File: src/rtl/iplc_pkg.sv
// shared constants and types for the isolated pulse link codec
package iplc_pkg;

	// ----------------------------------------
	// timebase
	// ----------------------------------------
	localparam int CLK_MHZ = 200;
	localparam int LONG_HALF_NS = 150;
	localparam int SHORT_HALF_NS = 50;
	localparam int FILT_NS = 20;
	localparam int WNDW_NS = 40;
	localparam int LONG_MIN_NS = 100;

	localparam int LONG_HALF_CYC = (LONG_HALF_NS * CLK_MHZ + 999) / 1000;
	localparam int SHORT_HALF_CYC = (SHORT_HALF_NS * CLK_MHZ + 999) / 1000;
	localparam int FILT_CYC = (FILT_NS * CLK_MHZ + 999) / 1000;
	localparam int WNDW_CYC = (WNDW_NS * CLK_MHZ) / 1000;
	localparam int LONG_MIN_CYC = (LONG_MIN_NS * CLK_MHZ + 999) / 1000;

	localparam int CNT_W = 8;
	localparam logic [CNT_W-1:0] LONG_HALF_LAST = CNT_W'(LONG_HALF_CYC - 1);
	localparam logic [CNT_W-1:0] SHORT_HALF_LAST = CNT_W'(SHORT_HALF_CYC - 1);
	localparam logic [CNT_W-1:0] FILT_CNT = CNT_W'(FILT_CYC);
	localparam logic [CNT_W-1:0] WNDW_CNT = CNT_W'(WNDW_CYC);
	localparam logic [CNT_W-1:0] LONG_MIN_CNT = CNT_W'(LONG_MIN_CYC);
	localparam logic [CNT_W-1:0] CNT_ONE = 8'h01;
	localparam logic [CNT_W-1:0] CNT_MAX = 8'hFF;

	// ----------------------------------------
	// ports, modes, buffer
	// ----------------------------------------
	localparam logic PORT_A = 1'b0;
	localparam logic PORT_B = 1'b1;
	localparam logic MODE_SPI = 1'b0;
	localparam logic MODE_PULSE = 1'b1;
	localparam logic [1:0] BUF_FULL = 2'h2;
	localparam logic [1:0] BUF_EMPTY = 2'h0;

	typedef struct packed {
		logic long_sym;
		logic plus;
	} iplc_sym_type;

	typedef struct packed {
		logic plus_line;
		logic minus_line;
	} iplc_line_type;

	localparam iplc_sym_type SYM_SHORT_MINUS = 2'h0;
	localparam iplc_line_type LINE_OFF = 2'h0;
	localparam iplc_line_type LINE_POS = 2'h2;
	localparam iplc_line_type LINE_NEG = 2'h1;

	typedef enum logic [1:0] {TX_IDLE, TX_FIRST, TX_SECOND} iplc_tx_state_type;
	typedef enum logic [1:0] {RX_IDLE, RX_FIRST, RX_GAP, RX_SECOND} iplc_rx_state_type;

endpackage

File: src/rtl/iplc_codec.sv
// pulse link codec with port role logic and per-port symbol buffers
// ----------------------------------------
// Functional notes
// - port B is always a two-wire pulse port.
// - port A is pulse or four-wire SPI, chosen by mode select.
// - in SPI mode port A is slave, port B is master.
// - in pulse mode the port receiving the start becomes slave.
// - transmitter drives positive, negative or off; off idles at zero.
// - plus-one is positive half then equal negative half.
// - minus-one is negative half then equal positive half.
// - long halves are 150 ns, short halves 50 ns.
// - each symbol is two halves and ends at idle.
// - halves must beat the filter; inversion must fall inside the window.
// - SPI mode detects chip select edges and clock rises with data.
// - chip select rise sends long plus, fall sends long minus.
// - clock rise sends short plus for data 1, short minus for 0.
// - in pulse mode the slave port rebuilds chip select, data and clock from symbols.
// - slave replies short minus only for 0; absence reads as 1.
// - SPI uses clock polarity 1, phase 1; data sampled at rise.
// - mode select high gives pulse mode, low gives SPI.
// ----------------------------------------
`timescale 1ns/1ps
module iplc_codec
	import iplc_pkg::*;
(
	input wire logic clock_i,
	input wire logic reset_i,
	input wire logic port_a_mode_select_i,
	input wire logic chip_select_n_i,
	input wire logic serial_clock_i,
	input wire logic serial_data_in_i,
	output logic serial_data_out_o,
	output logic serial_data_out_oe_o,
	input wire iplc_line_type [1:0] line_sense_i,
	output iplc_line_type [1:0] line_drive_o,
	output logic [1:0] tx_ready_o,
	input wire logic read_mode_i,
	input wire logic read_bit_i,
	output logic int_cs_n_o,
	output logic int_sclk_o,
	output logic int_sdi_o,
	output logic slave_port_o,
	output logic mode_o
);

	// ----------------------------------------
	// mode strap and spi edge detection
	// ----------------------------------------
	logic mode_q;
	logic cs_prev_q;
	logic sck_prev_q;
	logic slave_q;
	logic int_cs_n_q;
	logic int_sclk_q;
	logic int_sdi_q;
	logic reply_q;
	logic sdo_q;
	logic sdo_oe_q;
	logic [1:0] rx_v;
	iplc_sym_type [1:0] rx_sym;
	logic [1:0] push_v;
	iplc_sym_type [1:0] push_sym;

	// strap is sampled every cycle after reset; reset itself loads spi mode
	always_ff @(posedge clock_i)
	begin
		if (reset_i)
			mode_q <= MODE_SPI;
		else
			mode_q <= port_a_mode_select_i;
	end

	always_ff @(posedge clock_i)
	begin
		if (reset_i)
		begin
			cs_prev_q <= 1'b1;
			sck_prev_q <= 1'b1;
		end
		else
		begin
			cs_prev_q <= chip_select_n_i;
			sck_prev_q <= serial_clock_i;
		end
	end

	wire spi_mode = (mode_q == MODE_SPI);
	wire cs_rise = spi_mode & ~cs_prev_q & chip_select_n_i;
	wire cs_fall = spi_mode & cs_prev_q & ~chip_select_n_i;
	wire sck_rise = spi_mode & ~sck_prev_q & serial_clock_i;
	wire sck_fall = spi_mode & sck_prev_q & ~serial_clock_i;
	wire spi_v = cs_rise | cs_fall | sck_rise;
	// a chip select edge outranks a clock edge in the same cycle
	wire cs_edge = cs_rise | cs_fall;
	iplc_sym_type spi_sym;
	assign spi_sym.long_sym = cs_edge;
	assign spi_sym.plus = cs_edge ? cs_rise : serial_data_in_i;

	// ----------------------------------------
	// port roles
	// ----------------------------------------
	wire long_minus_a = rx_v[PORT_A] & rx_sym[PORT_A].long_sym & ~rx_sym[PORT_A].plus;
	wire long_minus_b = rx_v[PORT_B] & rx_sym[PORT_B].long_sym & ~rx_sym[PORT_B].plus;
	wire start_v = ~spi_mode & int_cs_n_q & (long_minus_a | long_minus_b);
	wire start_port = long_minus_a ? PORT_A : PORT_B;
	wire sel_slave = spi_mode ? PORT_A : (start_v ? start_port : slave_q);
	wire master = ~sel_slave;

	always_ff @(posedge clock_i)
	begin
		if (reset_i)
			slave_q <= PORT_A;
		else
			slave_q <= sel_slave;
	end

	// ----------------------------------------
	// slave side rebuild and reply
	// ----------------------------------------
	wire sl_v = ~spi_mode & rx_v[sel_slave];
	iplc_sym_type sl_sym;
	assign sl_sym = rx_sym[sel_slave];
	wire sl_short = sl_v & ~sl_sym.long_sym;
	// reply only for a zero bit; a one is sent as silence
	wire rp_v = sl_short & ~int_cs_n_q & read_mode_i & ~read_bit_i;

	always_ff @(posedge clock_i)
	begin
		if (reset_i)
		begin
			int_cs_n_q <= 1'b1;
			int_sclk_q <= 1'b1;
			int_sdi_q <= 1'b0;
		end
		else if (spi_mode)
		begin
			int_cs_n_q <= chip_select_n_i;
			int_sclk_q <= serial_clock_i;
			int_sdi_q <= serial_data_in_i;
		end
		else
		begin
			if (sl_v & sl_sym.long_sym)
				int_cs_n_q <= sl_sym.plus;
			if (sl_short)
				int_sdi_q <= sl_sym.plus;
			// one low cycle, then the rising edge with data already stable
			int_sclk_q <= ~sl_short;
		end
	end

	// ----------------------------------------
	// spi data out from master port replies
	// ----------------------------------------
	wire b_short_minus = rx_v[PORT_B] & ~rx_sym[PORT_B].long_sym & ~rx_sym[PORT_B].plus;

	always_ff @(posedge clock_i)
	begin
		if (reset_i)
			reply_q <= 1'b1;
		else if (spi_mode & b_short_minus)
			reply_q <= 1'b0;
		else if (sck_rise)
			reply_q <= 1'b1;
	end

	always_ff @(posedge clock_i)
	begin
		if (reset_i)
		begin
			sdo_q <= 1'b1;
			sdo_oe_q <= 1'b0;
		end
		else if (~spi_mode | chip_select_n_i)
		begin
			sdo_q <= 1'b1;
			sdo_oe_q <= 1'b0;
		end
		else if (sck_fall)
		begin
			sdo_q <= reply_q;
			sdo_oe_q <= ~reply_q;
		end
	end

	// ----------------------------------------
	// push selection per port
	// ----------------------------------------
	wire fw_v = sl_v;
	wire mst_v = spi_v | fw_v;
	iplc_sym_type mst_sym;
	assign mst_sym = spi_v ? spi_sym : sl_sym;

	// ----------------------------------------
	// per-port buffer, transmitter, receiver
	// ----------------------------------------
	for (genvar p = 0; p < 2; p++)
	begin : g_port
		wire is_master = (master == 1'(p));
		// port A is silent while it serves as the spi port
		wire port_on = (p == 1) | ~spi_mode;
		assign push_v[p] = port_on & (is_master ? mst_v : rp_v);
		assign push_sym[p] = is_master ? mst_sym : SYM_SHORT_MINUS;

		iplc_sym_type buf_q [2];
		logic head_q;
		logic [1:0] cnt_q;
		logic rdy_q;
		iplc_tx_state_type tx_q;
		iplc_sym_type cur_q;
		logic [CNT_W-1:0] tcnt_q;
		iplc_line_type drv_q;

		wire pop = (tx_q == TX_IDLE) & (cnt_q != BUF_EMPTY);
		wire push = push_v[p] & (cnt_q != BUF_FULL);
		wire wr_idx = head_q ^ cnt_q[0];
		wire [1:0] cnt_d = cnt_q + 2'(push) - 2'(pop);
		wire [CNT_W-1:0] half_last = cur_q.long_sym ? LONG_HALF_LAST : SHORT_HALF_LAST;
		wire half_done = (tcnt_q == half_last);
		iplc_sym_type head_sym;
		assign head_sym = buf_q[head_q];

		always_ff @(posedge clock_i)
		begin
			if (reset_i)
			begin
				head_q <= 1'b0;
				cnt_q <= BUF_EMPTY;
				rdy_q <= 1'b1;
			end
			else
			begin
				head_q <= head_q ^ pop;
				cnt_q <= cnt_d;
				rdy_q <= (cnt_d != BUF_FULL);
			end
		end

		always_ff @(posedge clock_i)
		begin
			if (push)
				buf_q[wr_idx] <= push_sym[p];
		end

		always_ff @(posedge clock_i)
		begin
			if (reset_i)
			begin
				tx_q <= TX_IDLE;
				cur_q <= SYM_SHORT_MINUS;
				tcnt_q <= '0;
				drv_q <= LINE_OFF;
			end
			else
			begin
				unique case (tx_q)
					TX_IDLE:
					begin
						tcnt_q <= '0;
						if (pop)
						begin
							tx_q <= TX_FIRST;
							cur_q <= head_sym;
							drv_q <= head_sym.plus ? LINE_POS : LINE_NEG;
						end
					end
					TX_FIRST:
					begin
						tcnt_q <= half_done ? '0 : tcnt_q + CNT_ONE;
						if (half_done)
						begin
							tx_q <= TX_SECOND;
							drv_q <= cur_q.plus ? LINE_NEG : LINE_POS;
						end
					end
					TX_SECOND:
					begin
						tcnt_q <= half_done ? '0 : tcnt_q + CNT_ONE;
						if (half_done)
						begin
							tx_q <= TX_IDLE;
							drv_q <= LINE_OFF;
						end
					end
				endcase
			end
		end

		assign line_drive_o[p] = drv_q;
		assign tx_ready_o[p] = rdy_q;

		iplc_rx_state_type rx_q;
		logic pol_q;
		logic len_long_q;
		logic [CNT_W-1:0] rcnt_q;
		logic sym_v_q;
		iplc_sym_type sym_q;

		wire pos_only = line_sense_i[p].plus_line & ~line_sense_i[p].minus_line;
		wire neg_only = line_sense_i[p].minus_line & ~line_sense_i[p].plus_line;
		wire same_lvl = pol_q ? pos_only : neg_only;
		wire opp_lvl = pol_q ? neg_only : pos_only;
		wire [CNT_W-1:0] rcnt_inc = (rcnt_q == CNT_MAX) ? rcnt_q : rcnt_q + CNT_ONE;

		always_ff @(posedge clock_i)
		begin
			if (reset_i)
			begin
				rx_q <= RX_IDLE;
				pol_q <= 1'b0;
				len_long_q <= 1'b0;
				rcnt_q <= '0;
				sym_v_q <= 1'b0;
				sym_q <= SYM_SHORT_MINUS;
			end
			else
			begin
				sym_v_q <= 1'b0;
				unique case (rx_q)
					RX_IDLE:
					begin
						rcnt_q <= CNT_ONE;
						if (pos_only | neg_only)
						begin
							rx_q <= RX_FIRST;
							pol_q <= pos_only;
						end
					end
					RX_FIRST:
					begin
						if (same_lvl)
							rcnt_q <= rcnt_inc;
						else if (rcnt_q > FILT_CNT)
						begin
							len_long_q <= (rcnt_q >= LONG_MIN_CNT);
							rcnt_q <= CNT_ONE;
							rx_q <= opp_lvl ? RX_SECOND : RX_GAP;
						end
						else
							rx_q <= RX_IDLE;
					end
					RX_GAP:
					begin
						if (opp_lvl)
						begin
							rcnt_q <= CNT_ONE;
							rx_q <= RX_SECOND;
						end
						else if (same_lvl | (rcnt_q >= WNDW_CNT))
							rx_q <= RX_IDLE;
						else
							rcnt_q <= rcnt_inc;
					end
					RX_SECOND:
					begin
						if (opp_lvl)
							rcnt_q <= rcnt_inc;
						else
						begin
							rx_q <= RX_IDLE;
							sym_v_q <= (rcnt_q > FILT_CNT);
							sym_q <= '{long_sym: len_long_q, plus: pol_q};
						end
					end
				endcase
			end
		end

		assign rx_v[p] = sym_v_q;
		assign rx_sym[p] = sym_q;
	end

	// ----------------------------------------
	// outputs
	// ----------------------------------------
	assign serial_data_out_o = sdo_q;
	assign serial_data_out_oe_o = sdo_oe_q;
	assign int_cs_n_o = int_cs_n_q;
	assign int_sclk_o = int_sclk_q;
	assign int_sdi_o = int_sdi_q;
	assign slave_port_o = slave_q;
	assign mode_o = mode_q;

endmodule

File: config.mk
export PLATFORM = sky130hd
export DESIGN_NAME = iplc_codec
export DESIGN_NICKNAME = d
export VERILOG_FILES = /design/src/rtl/iplc_pkg.sv /design/src/rtl/iplc_codec.sv
export SDC_FILE = /design/constraint.sdc
export NUM_CORES = 1
export LEC_CHECK = 0
export BUFFER_PORTS_ARGS = -buffer_cell sky130_fd_sc_hd__buf_2
export CAP_MARGIN = 40
export CORE_ASPECT_RATIO = 0.8
export CORE_MARGIN = 1.5
export CORE_UTILIZATION = 30
export CTS_BUF_LIST = sky130_fd_sc_hd__clkbuf_8
export DETAILED_ROUTE_END_ITERATION = 8
export SYNTH_ARGS = -nofsm -noshare
export SYNTH_HDL_FRONTEND = slang
export SYNTH_SLANG_ARGS = --single-unit
File: constraint.sdc
create_clock -name clock_i -period 3.67 [get_ports clock_i]
set_input_delay 0.367 -clock clock_i [delete_from_list [all_inputs] [get_ports clock_i]]
set_output_delay 0.367 -clock clock_i [all_outputs]
set_load 0.01 [all_outputs]
-- After elaboration in Yosys (flattened, before gate mapping)
Memory sizes are Yosys's and may differ from the RTL's. A register that Yosys moved wholly into a read port is not among the register bits.
Cells that the tools add are included.
- bitwise logic cells: 68
- reductions and logical operators: 26
- order comparisons: 7
- mux-type cells: 84
- add/subtract/negate cells: 8
- equal/unequal tests: 40
- operators by type and width (kind ; count):
    $mux W8 ; 14
    $pmux W8 S4 ; 2
    $mux W2 ; 31
    $ne A2 B2 Y1 const B ; 18
    $add A8 B1 Y8 const B ; 4
    $and A1 B1 Y1 ; 32
    $pmux W8 S2 ; 2
    $mux W1 ; 27
    $pmux W2 S3 ; 4
    $not A1 Y1 ; 23
    $ne A3 B3 Y1 const B ; 6
    $reduce_and A3 Y1 ; 6
    $eq A8 B5 Y1 ; 2
    $eq A8 B8 Y1 const B ; 2
    $ge A8 B4 Y1 const B ; 2
    $ge A8 B5 Y1 const B ; 2
    $gt A8 B3 Y1 const B ; 2
    $pmux W2 S4 ; 2
    $eq A2 B2 Y1 const B ; 6
    $reduce_and A2 Y1 ; 6
    $mux W5 ; 2
    $or A1 B1 Y1 ; 9
    $eq A2 B1 Y1 const B ; 4
    $logic_not A2 Y1 ; 4
    9 further kinds ; 21
- input port bits: 12
- register bits: 76
- RAM bits: 8
- memories: 2
- output and inout port bits: 13
- logic and storage cells: 277
- memory list (name ; depth ; bits a word ; read ports ; clocked after memory_dff ; write ports ; line ; RTL):
    g_port[0].buf_q ; 2 ; 2 ; 1 ; 1 ; 1 ; iplc_codec.sv:205 ; iplc_sym_type buf_q [2];
    g_port[1].buf_q ; 2 ; 2 ; 1 ; 1 ; 1 ; iplc_codec.sv:205 ;

-- Longest topological paths before layout
- depth after elaboration: 19
- mapped depth: 12
- mapped depth without buffers: 11

-- Worst setup path before layout
OpenSTA, ideal clock, no wires.
- kind: reg-to-reg
- start point: register mode_q, in the netlist mode_o
- end point: register g_port[0].rdy_q
- slack: 1.192 ns
- buffers on the path: 2
- data arrival time: 2.351 ns
- setup time: 0.127 ns
- data required time: 3.543 ns
- stages on the path, launching flop included: 12
- cells stage by stage: dfxtp_1 > clkbuf_1 > nand3_1 > clkbuf_1 > nand2_1 > o2111ai_1 > ha_1 > inv_1 > ha_1 > xor2_1 > xnor2_1 > or3_1
- word-level cells in the longest chain between the ends: 17
- RTL lines (item ; line ; RTL):
    start, declared ; iplc_codec.sv:49 ; logic mode_q;
    start signal, assigned ; iplc_codec.sv:70 ; mode_q <= port_a_mode_select_i;
    $and A1 B1 Y1 (2 in a row) ; iplc_codec.sv:104 ; wire start_v = ~spi_mode & int_cs_n_q & (long_minus_a | long_minus_b);
    $mux W1 (2 in a row) ; iplc_codec.sv:106 ; wire sel_slave = spi_mode ? PORT_A : (start_v ? start_port : slave_q);
    $mux W1 (not written as such) / $mux W2 (equally long branches) (2 in a row) ; iplc_codec.sv:120, iplc_codec.sv:122 ;
    $and A1 B1 Y1 / $not A1 Y1 (equally long branches) ; iplc_codec.sv:120, iplc_codec.sv:123 ;
    $and A1 B1 Y1 ; iplc_codec.sv:123 ; wire sl_short = sl_v & ~sl_sym.long_sym;
    $and A1 B1 Y1 (3 in a row) ; iplc_codec.sv:125 ; wire rp_v = sl_short & ~int_cs_n_q & read_mode_i & ~read_bit_i;
    $mux W1 ; iplc_codec.sv:202 ; assign push_v[p] = port_on & (is_master ? mst_v : rp_v);
    $and A1 B1 Y1 (*) ; iplc_codec.sv:202 ;
    $and A1 B1 Y1 (*) ; iplc_codec.sv:215 ; wire push = push_v[p] & (cnt_q != BUF_FULL);
    $add A2 B1 Y2 (*) ; iplc_codec.sv:217 ; wire [1:0] cnt_d = cnt_q + 2'(push) - 2'(pop);
    $sub A2 B1 Y2 (*) ; iplc_codec.sv:217 ;
    $ne A2 B2 Y1 (*) ; iplc_codec.sv:235 ; rdy_q <= (cnt_d != BUF_FULL);
    end signal, assigned ; iplc_codec.sv:235 ;
    end, declared ; iplc_codec.sv:208 ; logic rdy_q;
Every way passes the cells marked *; elsewhere a longest branch is shown, timed or not. The select of a mux whose other input is x is not followed.
A chain may end at the register's enable or synchronous reset.

-- Final worst setup path
- start point: register g_port[1].sym_q[0] (netlist name)
- end point: register g_port[1].rdy_q
- word-level cells in the longest chain between the ends: 18
- RTL lines (item ; line ; RTL):
    start, declared ; iplc_codec.sv:297 ; iplc_sym_type sym_q;
    start signal, assigned ; iplc_codec.sv:362 ; sym_q <= '{long_sym: len_long_q, plus: pol_q};
    $not A1 Y1 (*) ; iplc_codec.sv:103 ; wire long_minus_b = rx_v[PORT_B] & rx_sym[PORT_B].long_sym & ~rx_sym[PORT_B].plus;
    $and A1 B1 Y1 (*) ; iplc_codec.sv:103 ;
    $or A1 B1 Y1 (*) ; iplc_codec.sv:104 ;
    $and A1 B1 Y1 (*) ; iplc_codec.sv:104 ;
    $mux W1 (*) (2 in a row) ; iplc_codec.sv:106 ;
    $mux W1 (not written as such) / $mux W2 (equally long branches) (2 in a row) ; iplc_codec.sv:120, iplc_codec.sv:122 ;
    $and A1 B1 Y1 / $not A1 Y1 (equally long branches) ; iplc_codec.sv:120, iplc_codec.sv:123 ;
    $and A1 B1 Y1 ; iplc_codec.sv:123 ;
    $and A1 B1 Y1 (3 in a row) ; iplc_codec.sv:125 ;
    $mux W1 (*) ; iplc_codec.sv:202 ;
    $and A1 B1 Y1 (*) ; iplc_codec.sv:215 ;
    $add A2 B1 Y2 (*) ; iplc_codec.sv:217 ;
    $sub A2 B1 Y2 (*) ; iplc_codec.sv:217 ;
    $ne A2 B2 Y1 (*) ; iplc_codec.sv:235 ;
    end signal, assigned ; iplc_codec.sv:235 ;
    end, declared ; iplc_codec.sv:208 ;
Marks and branches as above.

==> results.yml <==
clock_network:
  clock_path_buffers: 2
  postCtsSetupBuffers: 0
  cts_num_sinks: 84
  cts_tree: "built"
  insertion_delay_ns: 0.36
  cts.reportedPaths.clkPinSlew_ns: 0.09
  cts_buffers: 9
  htreeDepth: 3
  cts_root_buf: "clkbuf_8"
  ctsHoldBuffers: 0
  cts_resized: 0
sta:
  rsz0062_at_grt: "false"
  hold_ws_ns: 0.231
  post-route-period-util: 0.706
  fin_ws_ns: 1.08
  setup_tns_ns: 0
  relSlewSlack: 0.548
  worst_clock_skew_ns: 0.0124
  hold_violations: 0
  setup_violations: 0
  drv_slew: 0
  clock.fmax_mhz: 386
  worst_slew_pin_slew_ns: 0.678
  fin_crit_ns: 2.59
setup_path:
  cp.arrival_ns: 2.84
  critPathTopFamily: "simple AND/OR/NAND/NOR gates"
  path_buf_inv: 2
  cp_slowest_cell: "dfxtp_1"
  endpoint_kind: "flop"
  cpPeakStageDelay_ns: 0.39
  critPathRequiredTime_ns: 3.92
  path_cells: "inv_1 -> a41o_1 -> nand3_1 -> mux2i_1 -> o21ai_1 -> ha_1 -> inv_1 -> ha_1 -> xnor2_1 -> xnor2_1 -> or3_1"
  start_kind: "flop"
  path_max_fanout: 13
  critPathKind: "flop to flop"
power:
  swShare: 0.310
  pwr-share-comb: 0.257
  power_density_nw_per_um2: 538
  p_leak_nw: 1.79
  clkPwrFrac: 0.306
  p_int_mw: 1.80
  seqPwrFrac: 0.437
  p_switching_uw: 808
  peakVddDrop_v: 0.000235
logic_synthesis:
  ys_async_sr_fraction: 0
  yosysUniqueCellTypes: 61
  synthCells: 506
  synth-edff-count: 8
  synth_flop_cell: "dfxtp_1"
  ys_warn_count: 0
  syn-cell-area_um2: 4360
  ys_seq_area_frac: 0.404
  synth.avg_cell_area_um2: 8.62
  synth_fp_nets: 540
  ys_ff_latch: 84
detailed_routing:
  routedWlPerCell_um: 12.5
  vias: 3522
  drtPass1Iterations: 6
  drtIter0Drc: 249
  drc_errors: 0
  drt-total-wl_mm: 8.88
  vias_per_cell: 4.97
  postRouteAntennaNets: 0
min_path:
  hold_path.class: "input pin to flop"
global_routing:
  grt_pass1_wl_mm: 15.5
  antenna_found_initial: 0
  grt_overflow: 0
  grt_util_all_layers: 0.125
  grt_pass1_vias: 3320
  grt_max_degree: 56
run:
  maxCapViolations: 0
place:
  place_worst_setup_slack_ns: 1.06
  portBuffers: 24
  post-dp-hpwl_mm: 6.33
  gp_congestion: 0.847
  postPlaceCellArea_um2: 4600
die:
  die_y_um: 111
  die_area_um2: 15300
  design.core.area_um2: 14200
  initial_core_util: 0.306
  die_w_um: 138
  io_pins: 25
  rows: 39
final_layout:
  layout_commonest_cell: "dfxtp_1"
  drive_above_1_share: 0.107
  stdcell_area_um2: 4840
  finish.net_count: 553
  area_growth_pct: 11.0
  final_cell_mix: "dfxtp_1, nor2_1, nand2_1"
  num_antenna_cells: 0
  fill_cells: 1501
status:
  outcome: "complete, no violations"
cells by family after synthesis:
logic type | share of synthesized area
xor gates and xnor gates | 0.0422
muxes | 0.0367
DFF | 0.404
adders and majority gates | 0.0631
and+or+nand+nor | 0.223
AOI/OAI and AO/OA | 0.173
buffers and inverters | 0.0577
final timing paths:
| check | endpoint | slack, ns | start | depth (start not counted) |
|---|---|---|---|---|
| max | g_port[1].rdy_q | 1.08 | g_port[1].sym_q[0] | 11 |
| min reg2reg | serial_data_out_o | 0.46 | serial_data_out_o | 2 |
| min | mode_o | 0.23 | port_a_mode_select_i | 2 |
| max reg2reg | g_port[1].rdy_q | 1.08 | g_port[1].sym_q[0] | 11 |
metrics by stage:
step | total power [mW] | util | std cells
floorplan | 1.69 | - | 506
global placement | 1.80 | 0.323 | 692
detailed placement | 1.83 | 0.323 | 692
CTS | 2.63 | 0.340 | 708
global route | 2.77 | 0.340 | 708
finish | 2.61 | 0.340 | 708
cell usage after synthesis, drive strengths merged (4+ instances only):
cell type,n,area [µm²]
nor2,71,267
a21oi,25,133
edfxtp,8,240
nand2b,9,56.3
xor2,10,87.6
a31oi,4,25.0
inv,30,113
dfxtp,76,1520
a41oi,4,35.0
o21ai,18,90.1
buf,10,78.8
and3,7,45.1
nand3,24,120
nor3,15,85.1
or2,5,31.3
nand4,7,43.8
a211oi,20,165
nand2,34,128
or3,6,47.5
mux2i,16,160
o21a,5,37.5
ha,22,275
clkbuf,15,56.3
nor2b,11,68.8
xnor2,11,96.3
layer usage:
| layer | track usage | vias to the layer above | part of all wire |
|---|---|---|---|
| met3 | 0.0370 | 11 | 0.044 |
| li1 | - | 1818 | - |
| met1 | 0.165 | 1641 | 0.49 |
| met4 | 0.0326 | 0 | 0.0097 |
| met2 | 0.196 | 52 | 0.46 |
| met5 | 0 | - | 0 |
flip-flops by register name, indices dropped and copies added (netlist names), 4 cells and up:
signal,flops
g_port.cur_q,4
g_port.tcnt_q,16
g_port.buf_q,8
g_port.rcnt_q,16
g_port.cnt_q,4
g_port.sym_q,4
g_port.rx_q,4
line_drive_o,4
g_port.tx_q,4
final cells by class:
cell class	instances	area [µm²]	area share
Clock buffer	10	138	0.0284
Inverter	31	116	0.0240
Clock inverter	6	105	0.0217
Sequential cell	84	1760	0.364
Timing Repair Buffer	27	143	0.0295
Multi-Input combinational cell	366	2350	0.485
Tap cell	184	230	0.0475
power by group through the flow:
stage	clock (mW)	combinational (mW)	sequential [mW]
after floorplan	0	0.556	1.13
after global placement	0	0.644	1.16
after detailed placement	0	0.669	1.16
after CTS	0.821	0.673	1.14
after global routing	0.859	0.758	1.16
final	0.798	0.670	1.14
Note: power is estimated with default switching activity, not from simulation.
